[config.mk]
export PLATFORM = sky130hd
export DESIGN_NAME = dma_chan_regs
export DESIGN_NICKNAME = d
export VERILOG_FILES = /design/src/rtl/dma_chan_regs.v
export VERILOG_INCLUDE_DIRS = /design/src /design/src/rtl
export SDC_FILE = /design/constraint.sdc
export NUM_CORES = 1
export LEC_CHECK = 0
export BUFFER_PORTS_ARGS = -buffer_cell sky130_fd_sc_hd__buf_2
export CAP_MARGIN = 15
export CORE_MARGIN = 5
export CORE_UTILIZATION = 47
export DETAILED_ROUTE_END_ITERATION = 16
export GPL_TIMING_DRIVEN = 1
export PLACE_DENSITY = 0.76
export SYNTH_ARGS = -nofsm -noshare
export SYNTH_HDL_FRONTEND = slang
export SYNTH_SLANG_ARGS = --single-unit
[constraint.sdc]
create_clock -name clk_i -period 1.8 [get_ports clk_i]
set_input_delay 0.09 -clock clk_i [delete_from_list [all_inputs] [get_ports clk_i]]
set_output_delay 0.09 -clock clk_i [all_outputs]
set_load 0.1 [all_outputs]
[src/rtl/dma_chan_regs.vh]
// Register offsets, field positions and reset values of the DMA channel register block.
// Assumes inclusion by the register block only; definitions only.
`ifndef DMA_CHAN_REGS_VH
`define DMA_CHAN_REGS_VH

// ----------------------------------------
// Byte offsets
// ----------------------------------------
`define OFS_IRQ_RAW        8'h00
`define OFS_IRQ_STATUS     8'h04
`define OFS_IRQ_ENABLE     8'h08
`define OFS_IRQ_CLEAR      8'h0c
`define OFS_MISC           8'h44
`define OFS_RX_CFG_MAIN    8'h70
`define OFS_RX_CFG_AUX     8'h74
`define OFS_RX_FIFO_STATE  8'h78
`define OFS_RX_DBG_POP     8'h7c
`define OFS_RX_LINK        8'h80
`define OFS_RX_STATE       8'h84
`define OFS_RX_EOF_ADDR    8'h88
`define OFS_TX_CFG_MAIN    8'hd0
`define OFS_TX_CFG_AUX     8'hd4
`define OFS_TX_DBG_PUSH    8'hdc
`define OFS_TX_LINK        8'he0

// ----------------------------------------
// Interrupt bit positions
// ----------------------------------------
`define IRQ_RX_DONE        0
`define IRQ_RX_GOOD_END    1
`define IRQ_RX_ERR_END     2
`define IRQ_TX_DONE        3
`define IRQ_TX_END_FRAME   4
`define IRQ_RX_DESC_ERR    5
`define IRQ_TX_DESC_ERR    6
`define IRQ_RX_EXHAUSTED   7
`define IRQ_TX_CHAIN_DONE  8
`define IRQ_RX_FIFO_OVF    9
`define IRQ_RX_FIFO_UDF    10
`define IRQ_TX_FIFO_OVF    11
`define IRQ_TX_FIFO_UDF    12
`define IRQ_COUNT          13

// ----------------------------------------
// Field positions
// ----------------------------------------
`define MISC_BUS_RST       0
`define MISC_ARB_DIS       1
`define MISC_CLK_FORCE     2
`define CFG_CHAN_RST       0
`define CFG_LOOP_TEST      1
`define RXC_DESC_BURST     2
`define RXC_DATA_BURST     3
`define RXC_MEM2MEM        4
`define TXC_AUTO_WRBACK    2
`define TXC_END_MODE       3
`define TXC_DESC_BURST     4
`define TXC_DATA_BURST     5
`define AUX_OWNER_CHECK    0
`define LINK_ADDR_W        20
`define RXL_AUTO_RET       20
`define RXL_STOP           21
`define RXL_START          22
`define RXL_RESTART        23
`define RXL_IDLE           24
`define TXL_STOP           20
`define TXL_START          21
`define TXL_RESTART        22
`define TXL_IDLE           23
`define FIFO_CNT_W         6
`define POP_DATA_W         12
`define POP_BIT            12
`define PUSH_DATA_W        9
`define PUSH_BIT           9

// ----------------------------------------
// Reset values
// ----------------------------------------
`define RST_IRQ            13'h0000
`define RST_LINK_ADDR      20'h00000
`define RST_WORD           32'h0000_0000

`endif

[src/rtl/dma_chan_regs.v]
// Register block of one receive/transmit channel pair of a descriptor-chain DMA engine.
// Assumes a classic Wishbone master on clk_i and a datapath on the same clock
// that reports events as one-cycle pulses and status as levels.
`timescale 1ns/10ps
`default_nettype none
`include "dma_chan_regs.vh"

module dma_chan_regs (
    // Clock and reset
    input  wire        clk_i,
    input  wire        rst_i,
    // Wishbone slave
    input  wire        cyc_i,
    input  wire        stb_i,
    input  wire        we_i,
    input  wire [7:0]  adr_i,
    input  wire [3:0]  sel_i,
    input  wire [31:0] dat_i,
    output reg  [31:0] dat_o,
    output reg         ack_o,
    // Receive datapath events
    input  wire        rx_last_data_i,
    input  wire        rx_owner_err_i,
    input  wire        rx_word_err_i,
    input  wire        rx_buf_full_i,
    input  wire        rx_unfinished_i,
    input  wire        rx_no_next_i,
    input  wire        rx_fifo_ovf_i,
    input  wire        rx_fifo_udf_i,
    input  wire        rx_eof_desc_done_i,
    // Transmit datapath events
    input  wire        tx_delivered_last_i,
    input  wire        tx_fetched_last_i,
    input  wire        tx_popped_last_i,
    input  wire        tx_owner_err_i,
    input  wire        tx_word_err_i,
    input  wire        tx_chain_sent_i,
    input  wire        tx_fifo_ovf_i,
    input  wire        tx_fifo_udf_i,
    // Datapath status
    input  wire        rx_fifo_full_i,
    input  wire        rx_fifo_empty_i,
    input  wire [5:0]  rx_fifo_byte_count_i,
    input  wire [31:0] rx_current_desc_addr_i,
    input  wire        rx_desc_fsm_idle_i,
    input  wire        tx_desc_fsm_idle_i,
    input  wire        rx_pop_valid_i,
    input  wire [11:0] rx_pop_data_i,
    // Global controls
    output wire        bus_master_reset_o,
    output wire        priority_arb_disable_o,
    output wire        register_clock_force_o,
    output wire        mem_to_mem_enable_o,
    // Receive controls
    output wire        rx_channel_reset_o,
    output wire        rx_desc_burst_enable_o,
    output wire        rx_data_burst_enable_o,
    output wire        rx_error_auto_return_o,
    output wire [19:0] rx_first_desc_addr_o,
    output reg         rx_chain_start_o,
    output reg         rx_chain_stop_o,
    output reg         rx_chain_restart_o,
    output reg         rx_fifo_debug_pop_o,
    // Transmit controls
    output wire        tx_channel_reset_o,
    output wire        tx_desc_burst_enable_o,
    output wire        tx_data_burst_enable_o,
    output wire        tx_auto_writeback_o,
    output wire [19:0] tx_first_desc_addr_o,
    output reg         tx_chain_start_o,
    output reg         tx_chain_stop_o,
    output reg         tx_chain_restart_o,
    output reg         tx_fifo_debug_push_o,
    output reg  [8:0]  tx_fifo_debug_word_o,
    // Interrupt
    output wire        irq_o
);

    // ----------------------------------------
    // Helpers
    // ----------------------------------------
    function [31:0] merge;
        input [31:0] old_v;
        input [31:0] new_v;
        input [3:0]  sel;
        integer      i;
        begin
            merge = old_v;
            for (i = 0; i < 4; i = i + 1) begin
                if (sel[i]) begin
                    merge[i*8 +: 8] = new_v[i*8 +: 8];
                end
            end
        end
    endfunction

    function [31:0] lanes;
        input [31:0] v;
        input [3:0]  sel;
        begin
            lanes = v & {{8{sel[3]}}, {8{sel[2]}}, {8{sel[1]}}, {8{sel[0]}}};
        end
    endfunction

    // ----------------------------------------
    // Storage
    // ----------------------------------------
    reg  [12:0] irq_raw_r;
    reg  [12:0] irq_raw_nxt;
    reg  [12:0] irq_ena_r;
    reg  [31:0] misc_r;
    reg  [31:0] rx_cfg_r;
    reg  [31:0] rx_aux_r;
    reg  [31:0] tx_cfg_r;
    reg  [31:0] tx_aux_r;
    reg  [19:0] rx_link_addr_r;
    reg         rx_auto_ret_r;
    reg  [19:0] tx_link_addr_r;
    reg  [11:0] rx_pop_word_r;
    reg  [31:0] rx_eof_addr_r;

    wire        access   = cyc_i & stb_i & ~ack_o;
    wire        wr_acc   = access & we_i;
    wire [31:0] wr_bits  = lanes(dat_i, sel_i);
    wire [12:0] masked   = irq_raw_r & irq_ena_r;

    // Lane merges of the narrow fields; only the low bits are kept
    wire [31:0] ena_mrg  = merge({19'h00000, irq_ena_r}, dat_i, sel_i);
    wire [31:0] push_mrg = merge({23'h000000, tx_fifo_debug_word_o}, dat_i, sel_i);
    wire [31:0] rxl_mrg  = merge({12'h000, rx_link_addr_r}, dat_i, sel_i);
    wire [31:0] txl_mrg  = merge({12'h000, tx_link_addr_r}, dat_i, sel_i);

    assign irq_o                  = |masked;
    assign bus_master_reset_o     = misc_r[`MISC_BUS_RST];
    assign priority_arb_disable_o = misc_r[`MISC_ARB_DIS];
    assign register_clock_force_o = misc_r[`MISC_CLK_FORCE];
    assign rx_channel_reset_o     = rx_cfg_r[`CFG_CHAN_RST];
    assign tx_channel_reset_o     = tx_cfg_r[`CFG_CHAN_RST];
    assign rx_desc_burst_enable_o = rx_cfg_r[`RXC_DESC_BURST];
    assign rx_data_burst_enable_o = rx_cfg_r[`RXC_DATA_BURST];
    assign tx_desc_burst_enable_o = tx_cfg_r[`TXC_DESC_BURST];
    assign tx_data_burst_enable_o = tx_cfg_r[`TXC_DATA_BURST];
    assign mem_to_mem_enable_o    = rx_cfg_r[`RXC_MEM2MEM];
    assign tx_auto_writeback_o    = tx_cfg_r[`TXC_AUTO_WRBACK];
    assign rx_error_auto_return_o = rx_auto_ret_r;
    assign rx_first_desc_addr_o   = rx_link_addr_r;
    assign tx_first_desc_addr_o   = tx_link_addr_r;

    // ----------------------------------------
    // Interrupt sources
    // ----------------------------------------
    // Owner faults only count while checking is on; word faults always count
    wire rx_desc_err = (rx_owner_err_i & rx_aux_r[`AUX_OWNER_CHECK]) | rx_word_err_i;
    wire tx_desc_err = (tx_owner_err_i & tx_aux_r[`AUX_OWNER_CHECK]) | tx_word_err_i;
    wire tx_end_ev   = tx_cfg_r[`TXC_END_MODE] ? tx_popped_last_i
                                               : tx_fetched_last_i;
    wire rx_exhaust  = rx_buf_full_i & rx_unfinished_i & rx_no_next_i;

    reg  [12:0] irq_set;
    reg  [12:0] irq_clr;

    always @* begin
        irq_set                     = `RST_IRQ;
        irq_set[`IRQ_RX_DONE]       = rx_last_data_i;
        irq_set[`IRQ_RX_GOOD_END]   = rx_last_data_i;
        irq_set[`IRQ_TX_DONE]       = tx_delivered_last_i;
        irq_set[`IRQ_TX_END_FRAME]  = tx_end_ev;
        irq_set[`IRQ_RX_DESC_ERR]   = rx_desc_err;
        irq_set[`IRQ_TX_DESC_ERR]   = tx_desc_err;
        irq_set[`IRQ_RX_EXHAUSTED]  = rx_exhaust;
        irq_set[`IRQ_TX_CHAIN_DONE] = tx_chain_sent_i;
        irq_set[`IRQ_RX_FIFO_OVF]   = rx_fifo_ovf_i;
        irq_set[`IRQ_RX_FIFO_UDF]   = rx_fifo_udf_i;
        irq_set[`IRQ_TX_FIFO_OVF]   = tx_fifo_ovf_i;
        irq_set[`IRQ_TX_FIFO_UDF]   = tx_fifo_udf_i;
        irq_clr = `RST_IRQ;
        if (wr_acc && (adr_i == `OFS_IRQ_RAW || adr_i == `OFS_IRQ_CLEAR)) begin
            irq_clr = wr_bits[12:0];
        end
        // A new event beats a clear in the same cycle
        irq_raw_nxt = (irq_raw_r & ~irq_clr) | irq_set;
    end

    // ----------------------------------------
    // Register writes and strobes
    // ----------------------------------------
    always @(posedge clk_i) begin
        if (rst_i) begin
            irq_raw_r            <= `RST_IRQ;
            irq_ena_r            <= `RST_IRQ;
            misc_r               <= `RST_WORD;
            rx_cfg_r             <= `RST_WORD;
            rx_aux_r             <= `RST_WORD;
            tx_cfg_r             <= `RST_WORD;
            tx_aux_r             <= `RST_WORD;
            rx_link_addr_r       <= `RST_LINK_ADDR;
            rx_auto_ret_r        <= 1'b0;
            tx_link_addr_r       <= `RST_LINK_ADDR;
            rx_chain_start_o     <= 1'b0;
            rx_chain_stop_o      <= 1'b0;
            rx_chain_restart_o   <= 1'b0;
            tx_chain_start_o     <= 1'b0;
            tx_chain_stop_o      <= 1'b0;
            tx_chain_restart_o   <= 1'b0;
            rx_fifo_debug_pop_o  <= 1'b0;
            tx_fifo_debug_push_o <= 1'b0;
            tx_fifo_debug_word_o <= 9'h000;
        end else begin
            irq_raw_r            <= irq_raw_nxt;
            // Self-clearing bits live one cycle only and read back as 0
            rx_chain_start_o     <= 1'b0;
            rx_chain_stop_o      <= 1'b0;
            rx_chain_restart_o   <= 1'b0;
            tx_chain_start_o     <= 1'b0;
            tx_chain_stop_o      <= 1'b0;
            tx_chain_restart_o   <= 1'b0;
            rx_fifo_debug_pop_o  <= 1'b0;
            tx_fifo_debug_push_o <= 1'b0;
            if (wr_acc) begin
                case (adr_i)
                    `OFS_IRQ_ENABLE: begin
                        irq_ena_r <= ena_mrg[12:0];
                    end
                    `OFS_MISC: begin
                        misc_r <= merge(misc_r, dat_i, sel_i) & 32'h0000_0007;
                    end
                    `OFS_RX_CFG_MAIN: begin
                        rx_cfg_r <= merge(rx_cfg_r, dat_i, sel_i) & 32'h0000_001f;
                    end
                    `OFS_RX_CFG_AUX: begin
                        rx_aux_r <= merge(rx_aux_r, dat_i, sel_i) & 32'h0000_0001;
                    end
                    `OFS_TX_CFG_MAIN: begin
                        tx_cfg_r <= merge(tx_cfg_r, dat_i, sel_i) & 32'h0000_003f;
                    end
                    `OFS_TX_CFG_AUX: begin
                        tx_aux_r <= merge(tx_aux_r, dat_i, sel_i) & 32'h0000_0001;
                    end
                    `OFS_RX_DBG_POP: begin
                        rx_fifo_debug_pop_o <= wr_bits[`POP_BIT];
                    end
                    `OFS_TX_DBG_PUSH: begin
                        tx_fifo_debug_word_o <= push_mrg[8:0];
                        tx_fifo_debug_push_o <= wr_bits[`PUSH_BIT];
                    end
                    `OFS_RX_LINK: begin
                        rx_link_addr_r <= rxl_mrg[19:0];
                        if (sel_i[2]) begin
                            rx_auto_ret_r <= dat_i[`RXL_AUTO_RET];
                        end
                        rx_chain_stop_o    <= wr_bits[`RXL_STOP];
                        rx_chain_start_o   <= wr_bits[`RXL_START];
                        rx_chain_restart_o <= wr_bits[`RXL_RESTART];
                    end
                    `OFS_TX_LINK: begin
                        tx_link_addr_r <= txl_mrg[19:0];
                        tx_chain_stop_o    <= wr_bits[`TXL_STOP];
                        tx_chain_start_o   <= wr_bits[`TXL_START];
                        tx_chain_restart_o <= wr_bits[`TXL_RESTART];
                    end
                    default: begin
                    end
                endcase
            end
        end
    end

    // ----------------------------------------
    // Captured datapath words
    // ----------------------------------------
    // Channel reset also drops the stale debug word with the FIFO pointers
    always @(posedge clk_i) begin
        if (rst_i) begin
            rx_pop_word_r <= 12'h000;
            rx_eof_addr_r <= `RST_WORD;
        end else begin
            if (rx_cfg_r[`CFG_CHAN_RST]) begin
                rx_pop_word_r <= 12'h000;
            end else if (rx_pop_valid_i) begin
                rx_pop_word_r <= rx_pop_data_i;
            end
            if (rx_eof_desc_done_i) begin
                rx_eof_addr_r <= rx_current_desc_addr_i;
            end
        end
    end

    // ----------------------------------------
    // Read mux and acknowledge
    // ----------------------------------------
    reg [31:0] rd_nxt;

    always @* begin
        rd_nxt = `RST_WORD;
        case (adr_i)
            `OFS_IRQ_RAW:       rd_nxt = {19'h00000, irq_raw_r};
            `OFS_IRQ_STATUS:    rd_nxt = {19'h00000, masked};
            `OFS_IRQ_ENABLE:    rd_nxt = {19'h00000, irq_ena_r};
            `OFS_MISC:          rd_nxt = misc_r;
            `OFS_RX_CFG_MAIN:   rd_nxt = rx_cfg_r;
            `OFS_RX_CFG_AUX:    rd_nxt = rx_aux_r;
            `OFS_RX_FIFO_STATE: rd_nxt = {24'h000000, rx_fifo_byte_count_i,
                                          rx_fifo_empty_i, rx_fifo_full_i};
            `OFS_RX_DBG_POP:    rd_nxt = {20'h00000, rx_pop_word_r};
            `OFS_RX_LINK:       rd_nxt = {7'h00, rx_desc_fsm_idle_i, 3'h0,
                                          rx_auto_ret_r, rx_link_addr_r};
            `OFS_RX_STATE:      rd_nxt = {12'h000, rx_current_desc_addr_i[19:0]};
            `OFS_RX_EOF_ADDR:   rd_nxt = rx_eof_addr_r;
            `OFS_TX_CFG_MAIN:   rd_nxt = tx_cfg_r;
            `OFS_TX_CFG_AUX:    rd_nxt = tx_aux_r;
            `OFS_TX_DBG_PUSH:   rd_nxt = {23'h000000, tx_fifo_debug_word_o};
            `OFS_TX_LINK:       rd_nxt = {8'h00, tx_desc_fsm_idle_i, 3'h0,
                                          tx_link_addr_r};
            default:            rd_nxt = `RST_WORD;
        endcase
    end

    // Every access is answered in one cycle; unmapped reads return zero
    always @(posedge clk_i) begin
        if (rst_i) begin
            ack_o <= 1'b0;
            dat_o <= `RST_WORD;
        end else begin
            ack_o <= access;
            if (access && !we_i) begin
                dat_o <= rd_nxt;
            end
        end
    end

endmodule // dma_chan_regs

`default_nettype wire

==> impl_metrics.ini <==
[floorplan]
core_area_sq_mm = 0.0165
fp-row-count = 47
die_y_um = 139
ios = 224
dieArea_sq_mm = 0.0193
die_w_um = 139
start_util_pct = 47.5

[yosys]
ys_seq_area_share_pct = 45.3
synth_nets = 1055
async_reset_ff_share_pct = 0
synth_edf_count = 0
synth_area_sq_mm = 0.00782
avgSynthCellArea_sq_um = 8.37
synth_top_cell_area_share_pct = 45.3
synth_seq_cells = 177
syn_inst = 934
synth_cell_type_count = 59
synth_flop_cell = dfxtp_1
netlist_top_cells_area = dfxtp_1 (45%), mux2i_1 (10%), nand2_1 (7.1%), a21oi_1 (5.5%), nand3_1 (4.7%)
yosys_warnings = 0
yosys.area.top_type = dfxtp_1

[sta]
tightest_slew_ns = 0.574
finalSetupViolCount = 0
fmax_mhz = 561
hold_viol = 0
fin_crit_sh_pct = 99.0
maxSlewViolCount = 0
min_period_ns = 1.78
relSlewSlack_pct = 61.2
rsz0062_at_grt = no
fin_skew_ns = 0.0120

[final_layout]
syn_to_final_growth_pct = 44.4
fin_area_sq_mm = 0.0113
antenna_cells = 0
stdcell_count = 1525
drive_gt1_share_pct = 29.3
final_nets = 1413

[route]
drc = 0
drt_iter0_drc = 1134
wl_met2_mm = 14.6
met1_length_mm = 13.4
via_per_inst = 5.92
dr.pass1.iters = 6
wl_met3_mm = 3.05
routed_wl_mm = 32.3
wire_per_inst_um = 21.2
highest_layer = met4
routed-via-count = 9024
ant_nets = 0

[status]
status = finished clean

[worst_setup_path]
rrSetupSlack_ns = 0.05
slowest_delay_ns = 0.45
critPathRequiredTime_ns = 1.71
cpMaxStageDelayCell = a222oi_1
path_cells = a222oi_1, nand3_1, buf_12
critPathMaxFanout = 2
critPathKind = flop to primary output
cp-start-kind = flop
crit_arrival_ns = 1.69
cp-end-kind = primary output

[clock_network]
clockRootBuffer = clkbuf_16
cts_tree = done
insertion_delay_ns = 0.44
path_clk_slew_ns = 0.07
cts_sinks = 177
cts_buffers = 17
cts.path.max_buffers = 2
htreeDepth = 4

[placed_design]
portBuffers = 214
place_area_sq_mm = 0.00982
place.gp.congestion = 0.990
dp_cells = 1407
hpwlAfterDp_mm = 22.3

[global_route]
antenna_found_initial = 0
grt_pass1_wl_mm = 50.0
grt_usage_pct = 32.6
overflow = 0
grt_max_degree = 64
grt_pass1_vias = 8788

[worst_hold_path]
min_path_type = input port to flop

[pwr]
power_density_mw_per_mm2 = 759
p_leak_nw = 4.94
ir_drop_mv = 0.698

[run]
drv_cap = 0
==> state kept, by name, indices dropped and copies added, names as in the netlist, 3 cells and up <==
signal / cells
dat_o: 32
rx_eof_addr_r: 32
rx_first_desc_addr_o: 20
tx_first_desc_addr_o: 20
irq_ena_r: 13
irq_raw_r: 13
rx_pop_word_r: 12
tx_fifo_debug_word_o: 9
tx_cfg_r: 6
rx_cfg_r: 5
misc_r: 3
==> what timing repair did <==
action,CTS,global route
pin swaps,2,3
resized for setup,11,5
hold buffers,86,0
buffers inserted,1,0
hold endpoints to repair,113,0
setup endpoints to repair,2,5
==> critical path, delay by kind of cell (launching register included) <==
family	cells	cell delay (ns)
and+or+nand+nor	1	0.21
AOI/OAI and AO/OA	1	0.45
buffers and inverters	1	0.22
DFF	1	0.36
==> Yosys cell counts (3+ instances only) <==
cell type,count
nor2_1,97
buf_1,6
mux2i_1,79
a22oi_1,29
o22ai_1,5
a32oi_1,4
and2_1,4
inv_1,4
a221oi_1,13
clkbuf_1,49
a211oi_1,5
nor4_1,3
o211ai_1,3
and3_1,6
a222oi_1,8
a22o_1,13
dfxtp_1,177
buf_2,15
nand2_1,148
a31oi_1,3
a21oi_1,86
o31ai_1,3
nor3_1,9
nor2b_1,11
o21ai_0,35
nand3_1,74
or3_1,3
==> cells in the final DEF (no fill, tap or decap), types with 9 or more instances in the layout <==
| cell | count |
|---|---|
| buf_2 | 212 |
| o21ai_0 | 35 |
| nor2b_1 | 10 |
| mux2i_1 | 79 |
| nor2_1 | 97 |
| nand2_1 | 147 |
| nor3_1 | 9 |
| a22o_1 | 13 |
| dlygate4sd3_1 | 86 |
| clkbuf_16 | 17 |
| a21oi_1 | 86 |
| a221oi_1 | 12 |
| buf_4 | 106 |
| nand3_1 | 73 |
| a22oi_1 | 27 |
| dfxtp_1 | 169 |
==> cell type report <==
| class | count | area (sq um) |
|---|---|---|
| sequential | 177 | 3560 |
| fill | 1330 | 5180 |
| timing repair buffer | 412 | 2880 |
| tap | 220 | 275 |
| clock inverter | 10 | 100 |
| multi-input combinational | 680 | 4010 |
| clock buffer | 22 | 454 |
| inverter | 4 | 15.0 |
==> per-stage QoR <==
step                      util [%]  setup TNS (ns)  total power [W]  hold slack, ns  setup WS, ns
final                         68.6               0          0.00857          0.0115        0.0177
after global routing          68.6               0          0.00882         0.00814       0.00542
after CTS                     68.5         -0.0545          0.00854        0.000987       -0.0545
after detailed placement      59.7           -7.99          0.00489           0.311        -0.163
after global placement        59.7           -8.49          0.00488           0.294        -0.198
after floorplan                  -          -0.135          0.00449           0.207       -0.0212
==> metal layers <==
metal,vias up,GRT usage (%)
li1,4059,-
met4,0,13.0
met3,111,7.45
met1,4275,43.7
met2,579,51.0
met5,-,0
==> report_power, final <==
group          internal (W)  switching, W
registers           0.00399     0.0000684
clock network       0.00196       0.00162
logic              0.000445      0.000488
==> kinds of logic after synthesis <==
family,synth area share (%)
compound gates,18.0
xor+xnor,0.112
buf+inv,4.10
flops,45.3
mux,10.1
simple gates,22.4
==> final timing paths <==
| check | startpoint | endpoint | cells past startpoint |
|---|---|---|---|
| min | dat_i[5] | tx_first_desc_addr_o[5] | 3 |
| max | irq_raw_r[9] | irq_o | 3 |
| min reg2reg | ack_o | ack_o | 1 |
| max reg2reg | ack_o | irq_ena_r[5] | 7 |
Note: power is estimated with default switching activity, not from simulation.
